$ cat src/hdl/afe_cfg_pkg.sv
// constants and types shared by the front-end configuration register bank
// Functional notes
// sixteen-bit offset split low/high bytes, reset zero
// setup wait is field times 40 clocks
// bit5 zero enables high-pass filter, one bypasses
// gain bit set shifts decimator output left two
// rf decimator 00 bypass, 01 low, 1x high
// bit1 zero runs baseband decimator, one bypasses
// bit0 zero runs demodulator, one passes through
// chip addressing mode bit, off at reset
// in mode, accept only when qualifier equals straps
// qualifier read returns live strap pin levels
// signed offset added to every channel sample
`default_nettype none
package afe_cfg_pkg;
  // register addresses on the internal register port
  localparam logic [12:0] ADDR_OFFSET_LOW  = 13'h0110;
  localparam logic [12:0] ADDR_OFFSET_HIGH = 13'h0111;
  localparam logic [12:0] ADDR_POWER_SETUP = 13'h0112;
  localparam logic [12:0] ADDR_STAGE_CFG   = 13'h0113;
  localparam logic [12:0] ADDR_CHIP_QUAL   = 13'h0115;
  localparam logic [12:0] ADDR_TONE_CTRL   = 13'h0116;
  // reset values
  localparam logic [7:0] RST_OFFSET_LOW  = 8'h00;
  localparam logic [7:0] RST_OFFSET_HIGH = 8'h00;
  localparam logic [4:0] RST_POWER_SETUP = 5'h02;
  localparam logic [7:0] RST_STAGE_CFG   = 8'h00;
  localparam logic       RST_CHIP_MODE   = 1'b0;
  localparam logic [4:0] RST_CHIP_QUAL   = 5'h00;
  localparam logic [7:0] RST_TONE_CTRL   = 8'h00;
  localparam logic [7:0] READ_UNMAPPED   = 8'h00;
  // field positions inside processing_stage_config
  localparam int BIT_HPF_BYPASS  = 5;
  localparam int BIT_GAIN_SCALE  = 4;
  localparam int BIT_RF_DEC_HI   = 3;
  localparam int BIT_RF_DEC_LO   = 2;
  localparam int BIT_BB_BYPASS   = 1;
  localparam int BIT_DEMOD_BYPASS = 0;
  // mode bit position inside chip_qualify_control, then power setup and strap field widths
  localparam int BIT_CHIP_MODE   = 5;
  localparam int POWER_FIELD_W   = 5;
  localparam int STRAP_W         = 5;
  // setup time unit, in sample clock periods
  localparam int SETUP_UNIT_CLOCKS = 40;
  localparam int SETUP_MAX_CLOCKS  = 31 * SETUP_UNIT_CLOCKS;
  localparam int SETUP_CNT_W       = $clog2(SETUP_MAX_CLOCKS + 1);
  localparam int GAIN_SHIFT        = 2;

  // decoded stage controls handed to the datapath
  typedef struct packed {
    logic hpf_enable;
    logic gain_scale;
    logic rf_dec_enable;
    logic rf_dec_high_band;
    logic bb_dec_enable;
    logic demod_enable;
  } stage_ctrl_s;

  // power-up sequencer states, one-hot
  typedef enum logic [2:0] {
    PWR_IDLE  = 3'b001,
    PWR_WAIT  = 3'b010,
    PWR_READY = 3'b100
  } pwr_state_e;
endpackage : afe_cfg_pkg
`default_nettype wire

$ cat src/hdl/afe_digital_config_regs.sv
// configuration register bank with stage decode, power setup timer and offset adders
`timescale 1ns/1ns
`default_nettype none
module afe_digital_config_regs
  import afe_cfg_pkg::*;
#(
  parameter int NUM_CH   = 8,   // receive channels
  parameter int SAMPLE_W = 16   // sample width
) (
  input  wire logic                       sys_clk,
  input  wire logic                       rst_b,
  input  wire logic [12:0]                reg_addr,        // register address from serial port
  input  wire logic [7:0]                 reg_wdata,       // write byte
  input  wire logic                       reg_wr,          // write strobe, one cycle
  input  wire logic                       reg_rd,          // read strobe, one cycle
  output logic      [7:0]                 reg_rdata,       // read byte
  output logic                            reg_rvalid,      // read answer pulse
  output logic                            access_ok,       // chip selected by qualifier
  input  wire logic [STRAP_W-1:0]         strap_pin,       // address strap pins
  input  wire logic                       power_up_req,    // start of power-up, pulse
  output logic                            power_ready,     // setup time elapsed
  output stage_ctrl_s                     stage_ctrl,      // decoded processing controls
  output logic      [7:0]                 tone_ctrl,       // analog tone byte, stored only
  input  wire logic [SAMPLE_W-1:0]        dec_in,          // decimator output
  output logic      [SAMPLE_W-1:0]        dec_out,         // decimator output after gain
  input  wire logic [NUM_CH*SAMPLE_W-1:0] sample_in,       // raw channel samples
  output logic      [NUM_CH*SAMPLE_W-1:0] sample_out       // offset corrected samples
);

  logic [7:0]               offset_low;     // offset correction bits 7..0
  logic [7:0]               offset_high;    // offset correction bits 15..8
  logic [POWER_FIELD_W-1:0] power_setup;    // setup time in units of 40 clocks
  logic [7:0]               stage_cfg;      // processing stage byte
  logic                     chip_mode;      // chip addressing mode
  logic [STRAP_W-1:0]       chip_qual;      // written qualifier
  logic                     wr_ok;          // qualified write
  pwr_state_e               pwr_state;      // power sequencer state
  logic [SETUP_CNT_W-1:0]   setup_cnt;      // remaining wait clocks
  logic [SETUP_CNT_W-1:0]   setup_load;     // wait length from the field
  logic signed [15:0]       offset_val;     // combined signed offset

  // qualification: mode off accepts everything
  assign access_ok = !chip_mode || (chip_qual == strap_pin);
  assign wr_ok     = reg_wr && access_ok;

  // offset correction byte registers
  always_ff @(posedge sys_clk or negedge rst_b) begin
    if (!rst_b) begin
      offset_low  <= RST_OFFSET_LOW;
      offset_high <= RST_OFFSET_HIGH;
    end else if (wr_ok) begin
      if (reg_addr == ADDR_OFFSET_LOW) begin
        offset_low <= reg_wdata;
      end
      if (reg_addr == ADDR_OFFSET_HIGH) begin
        offset_high <= reg_wdata;
      end
    end
  end

  // power setup field, upper three bits ignored
  always_ff @(posedge sys_clk or negedge rst_b) begin
    if (!rst_b) begin
      power_setup <= RST_POWER_SETUP;
    end else if (wr_ok && reg_addr == ADDR_POWER_SETUP) begin
      power_setup <= reg_wdata[POWER_FIELD_W-1:0];
    end
  end

  // processing stage byte and tone byte
  always_ff @(posedge sys_clk or negedge rst_b) begin
    if (!rst_b) begin
      stage_cfg <= RST_STAGE_CFG;
      tone_ctrl <= RST_TONE_CTRL;
    end else if (wr_ok) begin
      if (reg_addr == ADDR_STAGE_CFG) begin
        stage_cfg <= reg_wdata;
      end
      if (reg_addr == ADDR_TONE_CTRL) begin
        tone_ctrl <= reg_wdata;
      end
    end
  end

  // chip addressing: a write here is itself qualified by the old setting
  always_ff @(posedge sys_clk or negedge rst_b) begin
    if (!rst_b) begin
      chip_mode <= RST_CHIP_MODE;
      chip_qual <= RST_CHIP_QUAL;
    end else if (wr_ok && reg_addr == ADDR_CHIP_QUAL) begin
      chip_mode <= reg_wdata[BIT_CHIP_MODE];
      chip_qual <= reg_wdata[STRAP_W-1:0];
    end
  end

  // read mux, registered; unqualified reads answer zero so the bus stays defined
  always_ff @(posedge sys_clk or negedge rst_b) begin
    if (!rst_b) begin
      reg_rdata  <= READ_UNMAPPED;
      reg_rvalid <= 1'b0;
    end else begin
      reg_rvalid <= reg_rd;
      if (reg_rd) begin
        if (!access_ok) begin
          reg_rdata <= READ_UNMAPPED;
        end else begin
          unique case (reg_addr)
            ADDR_OFFSET_LOW:  reg_rdata <= offset_low;
            ADDR_OFFSET_HIGH: reg_rdata <= offset_high;
            ADDR_POWER_SETUP: reg_rdata <= {3'h0, power_setup};
            ADDR_STAGE_CFG:   reg_rdata <= stage_cfg;
            ADDR_CHIP_QUAL:   reg_rdata <= {2'h0, chip_mode, strap_pin};
            ADDR_TONE_CTRL:   reg_rdata <= tone_ctrl;
            default:          reg_rdata <= READ_UNMAPPED;
          endcase
        end
      end
    end
  end

  // stage decode, zero means the stage runs for the high-pass, baseband and demodulator bits
  always_comb begin
    stage_ctrl.hpf_enable       = !stage_cfg[BIT_HPF_BYPASS];
    stage_ctrl.gain_scale       = stage_cfg[BIT_GAIN_SCALE];
    stage_ctrl.rf_dec_enable    = stage_cfg[BIT_RF_DEC_HI] || stage_cfg[BIT_RF_DEC_LO];
    stage_ctrl.rf_dec_high_band = stage_cfg[BIT_RF_DEC_HI];
    stage_ctrl.bb_dec_enable    = !stage_cfg[BIT_BB_BYPASS];
    stage_ctrl.demod_enable     = !stage_cfg[BIT_DEMOD_BYPASS];
  end

  // decimator gain, plain shift so overflow wraps like the datapath it feeds
  always_ff @(posedge sys_clk or negedge rst_b) begin
    if (!rst_b) begin
      dec_out <= '0;
    end else if (stage_ctrl.gain_scale) begin
      dec_out <= dec_in << GAIN_SHIFT;
    end else begin
      dec_out <= dec_in;
    end
  end

  // wait length; product fits the counter width by construction
  assign setup_load = SETUP_CNT_W'(power_setup * SETUP_UNIT_CLOCKS);

  // power-up sequencer: new request restarts the wait
  always_ff @(posedge sys_clk or negedge rst_b) begin
    if (!rst_b) begin
      pwr_state <= PWR_IDLE;
      setup_cnt <= '0;
    end else if (power_up_req) begin
      pwr_state <= (setup_load == '0) ? PWR_READY : PWR_WAIT;
      setup_cnt <= setup_load;
    end else begin
      unique case (pwr_state)
        PWR_IDLE:  pwr_state <= PWR_IDLE;
        PWR_WAIT: begin
          // last wait clock moves to ready
          if (setup_cnt == SETUP_CNT_W'(1)) begin
            pwr_state <= PWR_READY;
          end
          setup_cnt <= setup_cnt - SETUP_CNT_W'(1);
        end
        PWR_READY: pwr_state <= PWR_READY;
        default:   pwr_state <= PWR_IDLE;
      endcase
    end
  end
  assign power_ready = (pwr_state == PWR_READY);

  // per-channel offset adders, saturating to avoid wrap at full scale
  assign offset_val = {offset_high, offset_low};
  genvar ch;
  generate
    for (ch = 0; ch < NUM_CH; ch++) begin : g_ch
      logic signed [SAMPLE_W:0] sum; // one guard bit
      assign sum = $signed({sample_in[ch*SAMPLE_W+SAMPLE_W-1], sample_in[ch*SAMPLE_W +: SAMPLE_W]})
                 + $signed({offset_val[15], offset_val});
      always_ff @(posedge sys_clk or negedge rst_b) begin
        if (!rst_b) begin
          sample_out[ch*SAMPLE_W +: SAMPLE_W] <= '0;
        end else if (sum[SAMPLE_W] != sum[SAMPLE_W-1]) begin
          // clip to the rail of the sign
          sample_out[ch*SAMPLE_W +: SAMPLE_W] <= {sum[SAMPLE_W], {(SAMPLE_W-1){!sum[SAMPLE_W]}}};
        end else begin
          sample_out[ch*SAMPLE_W +: SAMPLE_W] <= sum[SAMPLE_W-1:0];
        end
      end
    end
  endgenerate

  // checks
  offset_write_a: assert property (@(posedge sys_clk) disable iff (!rst_b)
    wr_ok && reg_addr == ADDR_OFFSET_HIGH |=> offset_val[15:8] == $past(reg_wdata))
    else $error("offset high byte not stored");
  // any non-zero field waits at least 40 clocks, so ready is low 8 clocks on
  setup_length_a: assert property (@(posedge sys_clk) disable iff (!rst_b)
    power_up_req && power_setup != 5'h00 ##1 !power_up_req [*8] |-> !power_ready)
    else $error("power ready too early");
  setup_done_a: assert property (@(posedge sys_clk) disable iff (!rst_b)
    power_up_req && power_setup == 5'h01 ##1 !power_up_req [*8] |-> ##[1:40] power_ready)
    else $error("power ready late");
  // decode checked against the written byte, not against the register copy
  hpf_decode_a: assert property (@(posedge sys_clk) disable iff (!rst_b)
    wr_ok && reg_addr == ADDR_STAGE_CFG |=> stage_ctrl.hpf_enable == !$past(reg_wdata[5]))
    else $error("high-pass decode wrong");
  gain_shift_a: assert property (@(posedge sys_clk) disable iff (!rst_b)
    $past(stage_ctrl.gain_scale) |-> dec_out == SAMPLE_W'($past(dec_in) * 4))
    else $error("decimator gain wrong");
  rf_code_a: assert property (@(posedge sys_clk) disable iff (!rst_b)
    wr_ok && reg_addr == ADDR_STAGE_CFG |=>
      stage_ctrl.rf_dec_enable == ($past(reg_wdata[3:2]) != 2'b00) &&
      stage_ctrl.rf_dec_high_band == $past(reg_wdata[3]))
    else $error("rf decimator decode wrong");
  bypass_bits_a: assert property (@(posedge sys_clk) disable iff (!rst_b)
    wr_ok && reg_addr == ADDR_STAGE_CFG |=>
      stage_ctrl.bb_dec_enable == !$past(reg_wdata[1]) &&
      stage_ctrl.demod_enable == !$past(reg_wdata[0]))
    else $error("bypass decode wrong");
  qualify_gate_a: assert property (@(posedge sys_clk) disable iff (!rst_b)
    reg_wr && chip_mode && chip_qual != strap_pin |=> $stable(stage_cfg) && $stable(tone_ctrl))
    else $error("unqualified write took effect");
  strap_read_a: assert property (@(posedge sys_clk) disable iff (!rst_b)
    reg_rd && access_ok && reg_addr == ADDR_CHIP_QUAL |=> reg_rdata[4:0] == $past(strap_pin))
    else $error("qualifier read not strap levels");
  offset_sum_a: assert property (@(posedge sys_clk) disable iff (!rst_b)
    offset_val == 16'h0000 |=> sample_out == $past(sample_in))
    else $error("zero offset altered samples");
  write_cov: cover property (@(posedge sys_clk) disable iff (!rst_b)
    wr_ok && reg_addr == ADDR_STAGE_CFG);
  ready_cov: cover property (@(posedge sys_clk) disable iff (!rst_b) $rose(power_ready));
  refuse_cov: cover property (@(posedge sys_clk) disable iff (!rst_b) reg_wr && !access_ok);
endmodule : afe_digital_config_regs
`default_nettype wire

$ cat config.mk
export PLATFORM = sky130hd
export DESIGN_NAME = afe_digital_config_regs
export DESIGN_NICKNAME = d
export VERILOG_FILES = /design/src/hdl/afe_cfg_pkg.sv /design/src/hdl/afe_digital_config_regs.sv
export SDC_FILE = /design/constraint.sdc
export NUM_CORES = 1
export LEC_CHECK = 0
export CAP_MARGIN = 10
export CORE_MARGIN = 5
export CORE_UTILIZATION = 65
export DETAILED_ROUTE_END_ITERATION = 10
export DONT_BUFFER_PORTS = 1
export PLACE_DENSITY_LB_ADDON = 0.12
export RECOVER_POWER = 50
export SLEW_MARGIN = 25
export SYNTH_ARGS = -nofsm -noshare
export SYNTH_HDL_FRONTEND = slang
export SYNTH_SLANG_ARGS = --single-unit
$ cat constraint.sdc
create_clock -name sys_clk -period 3.87 [get_ports sys_clk]
set_input_delay 0.774 -clock sys_clk [delete_from_list [all_inputs] [get_ports sys_clk]]
set_output_delay 0.774 -clock sys_clk [all_outputs]
set_load 0.02 [all_outputs]
After elaboration in Yosys (flattened, before gate mapping)
Index checks and enable logic that the tools add are counted.
{ "totals": {"regBits": 210, "latchBits": 0, "ramBits": 0, "mem_bits_ro": 0, "mem_count": 0} }
{ "op_classes": {"multipliers": 1, "n_div": 0, "n_eq_ne": 19, "bitwise": 0, "reduce_logical": 23, "n_lt_le_gt_ge": 0, "shift": 0, "mux": 17, "add_sub_neg": 9} }
{ "op_table": {"columns": ["op", "count"], "rows": [
  ["16-bit two-way mux", 9],
  ["16-bit by 16-bit adder with 17-bit output", 8],
  ["13-bit by 9-bit == test with 1-bit output, second input constant", 6],
  ["8-bit case mux with 6 select lines", 1],
  ["11-bit two-way mux", 2],
  ["1-bit zero test", 12],
  ["11-bit by 1-bit == test with 1-bit output, second input constant", 1],
  ["11-bit zero test", 1],
  ["11-bit by 1-bit subtractor with 11-bit output, second input constant", 1],
  ["3-bit two-way mux", 3],
  ["5-bit by 3-bit multiplier with 8-bit output, second input constant", 1],
  ["8-bit two-way mux", 1],
  ["1-bit inequality test", 8],
  ["2-bit AND reduction", 4],
  ["3-bit case mux with 2 select lines", 1],
  ["5-bit == test", 1],
  ["3-bit by 2-bit == test with 1-bit output, second input constant", 1],
  ["3-bit == test, second input constant", 1],
  ["1-bit logical AND", 3],
  ["3-bit inequality test, second input constant", 1],
  ["1-bit logical OR", 2],
  ["2-bit nonzero test", 1]
]} }

Logic depth before layout (Yosys ltp)
{ "depth": {"word_depth": 4, "mapped_depth": 14, "mapped_depth_nobuf": 12} }

Worst setup path after synthesis
No wires, ideal clock.
{ "synth_timing": {"path_type": "input port to flip-flop", "from": "in sample_in[48]", "to": "reg sample_out[55]", "setup_slack_ns": 0.774, "stages": 12, "t_arrival_ns": 2.980, "setup_time_ns": 0.116, "n_path_buf": 0, "path_cell_list": "ha_1 -> inv_1 -> fa_1 -> nor2b_1 -> o21ai_0 -> a21oi_1 -> o22ai_2 -> o211ai_1 -> a311oi_2 -> nor3_1 -> o21ai_0 -> o311ai_0"} }
{ "synth_via": {"elab_chain_len": 3, "word_cells_on_any_way": 4} }
{ "synth_lines": {"columns": ["item", "line_no", "source"], "rows": [
  ["start: declaration", "afe_digital_config_regs.sv:26", "input wire logic [NUM_CH*SAMPLE_W-1:0] sample_in,"],
  ["16-bit by 16-bit adder with 17-bit output (*)", "afe_digital_config_regs.sv:177", "+ $signed({offset_val[15], offset_val});"],
  ["1-bit inequality test or 1-bit zero test (tied branches)", "afe_digital_config_regs.sv:181, afe_digital_config_regs.sv:183", null],
  ["16-bit two-way mux (*)", "afe_digital_config_regs.sv:181", "end else if (sum[SAMPLE_W] != sum[SAMPLE_W-1]) begin"],
  ["end signal: indexed assignment", "afe_digital_config_regs.sv:183", "sample_out[ch*SAMPLE_W +: SAMPLE_W] <= {sum[SAMPLE_W], {(SAMPLE_W-1){!sum[SAMPLE_W]}}};"],
  ["end signal: indexed assignment", "afe_digital_config_regs.sv:185", "sample_out[ch*SAMPLE_W +: SAMPLE_W] <= sum[SAMPLE_W-1:0];"],
  ["end: declaration", "afe_digital_config_regs.sv:27", "output logic [NUM_CH*SAMPLE_W-1:0] sample_out"]
]} }
Every way passes the cells marked *; elsewhere a longest branch is shown, timed or not.
A chain may end at the register's enable or synchronous reset.

Worst setup path in the final report
{ "layout_timing": {"from": "reg offset_low[1]", "to": "reg sample_out[87]"} }
{ "layout_via": {"elab_chain_len": 3, "word_cells_on_any_way": 4} }
{ "layout_lines": {"columns": ["item", "line_no", "source"], "rows": [
  ["start: declaration", "afe_digital_config_regs.sv:30", "logic [7:0] offset_low;"],
  ["start signal: assignment", "afe_digital_config_regs.sv:53", "offset_low <= reg_wdata;"],
  ["16-bit by 16-bit adder with 17-bit output (*)", "afe_digital_config_regs.sv:177", null],
  ["1-bit inequality test or 1-bit zero test (tied branches)", "afe_digital_config_regs.sv:181, afe_digital_config_regs.sv:183", null],
  ["16-bit two-way mux (*)", "afe_digital_config_regs.sv:181", null]
]} }
Marked as above.

==> flow_summary.toml <==
[synth]
async_flop_share = 1.00
seq_area_frac_synth = 0.361
synth_top_cell_area_share = 0.357
synth_edf_count = 0
synth_cell_types = 81
yosys_warnings = 0
synth_area_leaders = "dfrtp_1 36%, ha_1 12%, a21oi_1 4.8%"
synth_cells = 1513
synth_common_cells = "208 x dfrtp_1, 141 x a21oi_1, 136 x ha_1"
synth-seq-cells = 210
synth.cell_area_um2 = 14600
syn-num-nets = 1833
avgSynthCellArea_um2 = 9.63
ys.flop_type = "dfrtp_1"
yosys.cell_count.top_type = "dfrtp_1"
yosys.area.top_type = "dfrtp_1"

[sta]
hold_viol = 171
fmax_mhz = 281
hold_ws_ps = -57.0
setup_ws_ps = 317
rsz0062_at_grt = "false"
finalSetupTns_ps = 0
drv_slew = 0
finClkSkew_ps = 12.6
period_share = 0.918
max_slew_margin = 0.432
tightest_slew_ps = 852
setup_viol = 0
final.min_clock_period_ps = 3550

[final_layout]
area_growth_pct = 7.54
design_area_um2 = 15700
finish.net_count = 1828
drive_gt1_frac = 0.103
fillers = 1648

[setup_path]
crit_chain = "inv_1, fa_1, nor2b_1, o21a_1, o21ai_0, a21oi_1, o2111ai_1, a21boi_1, o31a_1, nor2_1, o21ai_1"
reg2reg_from = "offset_low[1]"
path_class = "flop to flop"
crit_fanout = 12
required_ps = 4250
cp.arrival_ps = 3930
slowest_delay_ps = 610
crit_path_end_kind = "flop"
r2r_slack_ps = 320
timing.rr.end = "sample_out[87]"
cp_slowest_cell = "nor2_1"
reg2reg_depth = 11
startpoint_type = "flop"

[place]
hpwl_um = 30800
io_buffers = 0
pre_cts_ws_ps = 312
gp_congestion = 0.921
dpl-instance-area_um2 = 14900

[min_path]
hp-class = "primary input to async pin"

[grt]
antenna_found_initial = 3
grt_pass1_vias = 11400
overflow = 0
track_usage = 0.306
grt_max_degree = 211
grt_pass1_wl_um = 62800

[routing]
wl_um = 40400
first_pass_iters = 5
drt_iter0_drc = 864
ant_nets = 0
vias_per_cell = 6.48
wire_per_inst_um = 22.4
drc_errors = 0
num_vias = 11700

[floorplan]
core_um2 = 22000
design.die.area_um2 = 25500
rows = 54
fp.dieW_um = 160
die_h_um = 160
pin_count = 344
floorplan.initialDensity = 0.664

[power_and_ir_drop]
vdd_drop_max_v = 0.000386
pwr_density_cell_nw_per_um2 = 343
p_leak_nw = 7.30

[clock_tree]
cts-root-buf = "clkbuf_16"
clock_path_buffers = 3
clk_pin_slew_worst_paths_ps = 70
cts_buffers = 23
cts.sinks = 210
htreeDepth = 1
cts_tree = "done"
clock_latency_ps = 530

[run_status]
failed_checks = "hold timing"
outcome = "complete, but fails checks"

[flow_run]
maxCapViolCount = 0
==> per-stage QoR <==
step | std cells | util | power [mW]
2_1_floorplan | 1513 | - | 2.96
3_3_place_gp | 1763 | 0.676 | 3.05
3_5_place_dp | 1763 | 0.676 | 3.06
4_1_cts | 1805 | 0.714 | 5.41
5_1_grt | 1806 | 0.714 | 5.60
6_report | 1806 | 0.714 | 5.38
==> cell usage in the layout, fill, tap and decap left out, types with 12 or more instances in the layout <==
cell / n
a211oi_1: 39
a21o_1: 48
a21oi_1: 141
a31oi_1: 44
and3_1: 12
buf_4: 20
clkbuf_16: 23
dfrtp_1: 208
ha_1: 136
inv_1: 76
maj3_1: 32
mux2_2: 60
nand2_1: 97
nand2b_1: 22
nand3_1: 21
nor2_1: 78
nor2b_1: 19
nor3_1: 31
o21a_1: 16
o21ai_0: 76
xnor2_1: 72
xor2_1: 44
==> power by group <==
group / total [mW] / switching, mW / internal (mW)
sequential: 2.54 / 0.221 / 2.32
combinational: 0.483 / 0.273 / 0.210
clock: 2.36 / 0.951 / 1.40
total: 5.38 / 1.45 / 3.94
==> cells by family (layout without fill, tap and decap cells) <==
logic type | Yosys count | after routing | synth area share
AO/OA/AOI/OAI | 478 | 478 | 0.215
XOR/XNOR | 117 | 117 | 0.0708
adder cells (fa/ha/maj) | 177 | 177 | 0.151
buffers and inverters | 127 | 139 | 0.0354
flip-flops | 210 | 210 | 0.361
multiplexers | 73 | 73 | 0.0570
other | 0 | 1 | 0
AND/OR/NAND/NOR | 331 | 331 | 0.110
==> flip-flops by register name (all words and copies together), names as in the netlist <==
name         flops
sample_out     128
dec_out         16
setup_cnt       11
offset_high      8
offset_low       8
reg_rdata        8
stage_cfg        8
tone_ctrl        8
chip_qual        5
power_setup      5
pwr_state        3
chip_mode        1
reg_rvalid       1
==> critical path, delay by kind of cell (launching register included) <==
kind | cells | cell delay [ps]
AO/OA/AOI/OAI | 7 | 1460
AND/OR/NAND/NOR | 2 | 670
buffers and inverters | 1 | 550
flip-flops | 1 | 380
adder cells (fa/ha/maj) | 1 | 340
==> worst max path at each step <==
stage             startpoint              to  slack [ps]  depth (start not counted)
3_5_place_dp   offset_low[1]  sample_out[46]         310                         11
2_1_floorplan  sample_in[48]  sample_out[55]         770                         12
6_report       offset_low[1]  sample_out[87]         320                         11
3_3_place_gp   offset_low[1]  sample_out[46]         440                         11
4_1_cts        offset_low[1]  sample_out[46]         320                         11
5_1_grt        offset_low[1]  sample_out[46]         110                         11
==> layout make-up <==
cell class / count / area [um2] / area share
multi-input combinational: 1176 / 8800 / 0.562
sequential: 210 / 5260 / 0.335
clock buffer: 26 / 597 / 0.0381
tap: 280 / 350 / 0.0223
inverter: 77 / 289 / 0.0184
clock inverter: 16 / 226 / 0.0144
timing repair buffer: 20 / 150 / 0.00958
antenna: 1 / 2.50 / 0.000160
==> repair_timing <==
action                     in CTS  in global routing
gates resized for setup         0                  0
buffers inserted                0                  0
setup endpoints to repair       0                  0
hold endpoints to repair      208                208
==> layer usage <==
layer	routed length, um	vias up	track usage
li1	-	5556	-
met1	16400	5578	0.390
met2	18700	475	0.498
met3	3610	97	0.0866
met4	1710	4	0.116
met5	27	-	0
No activity file was read; power rests on OpenSTA's default activity.
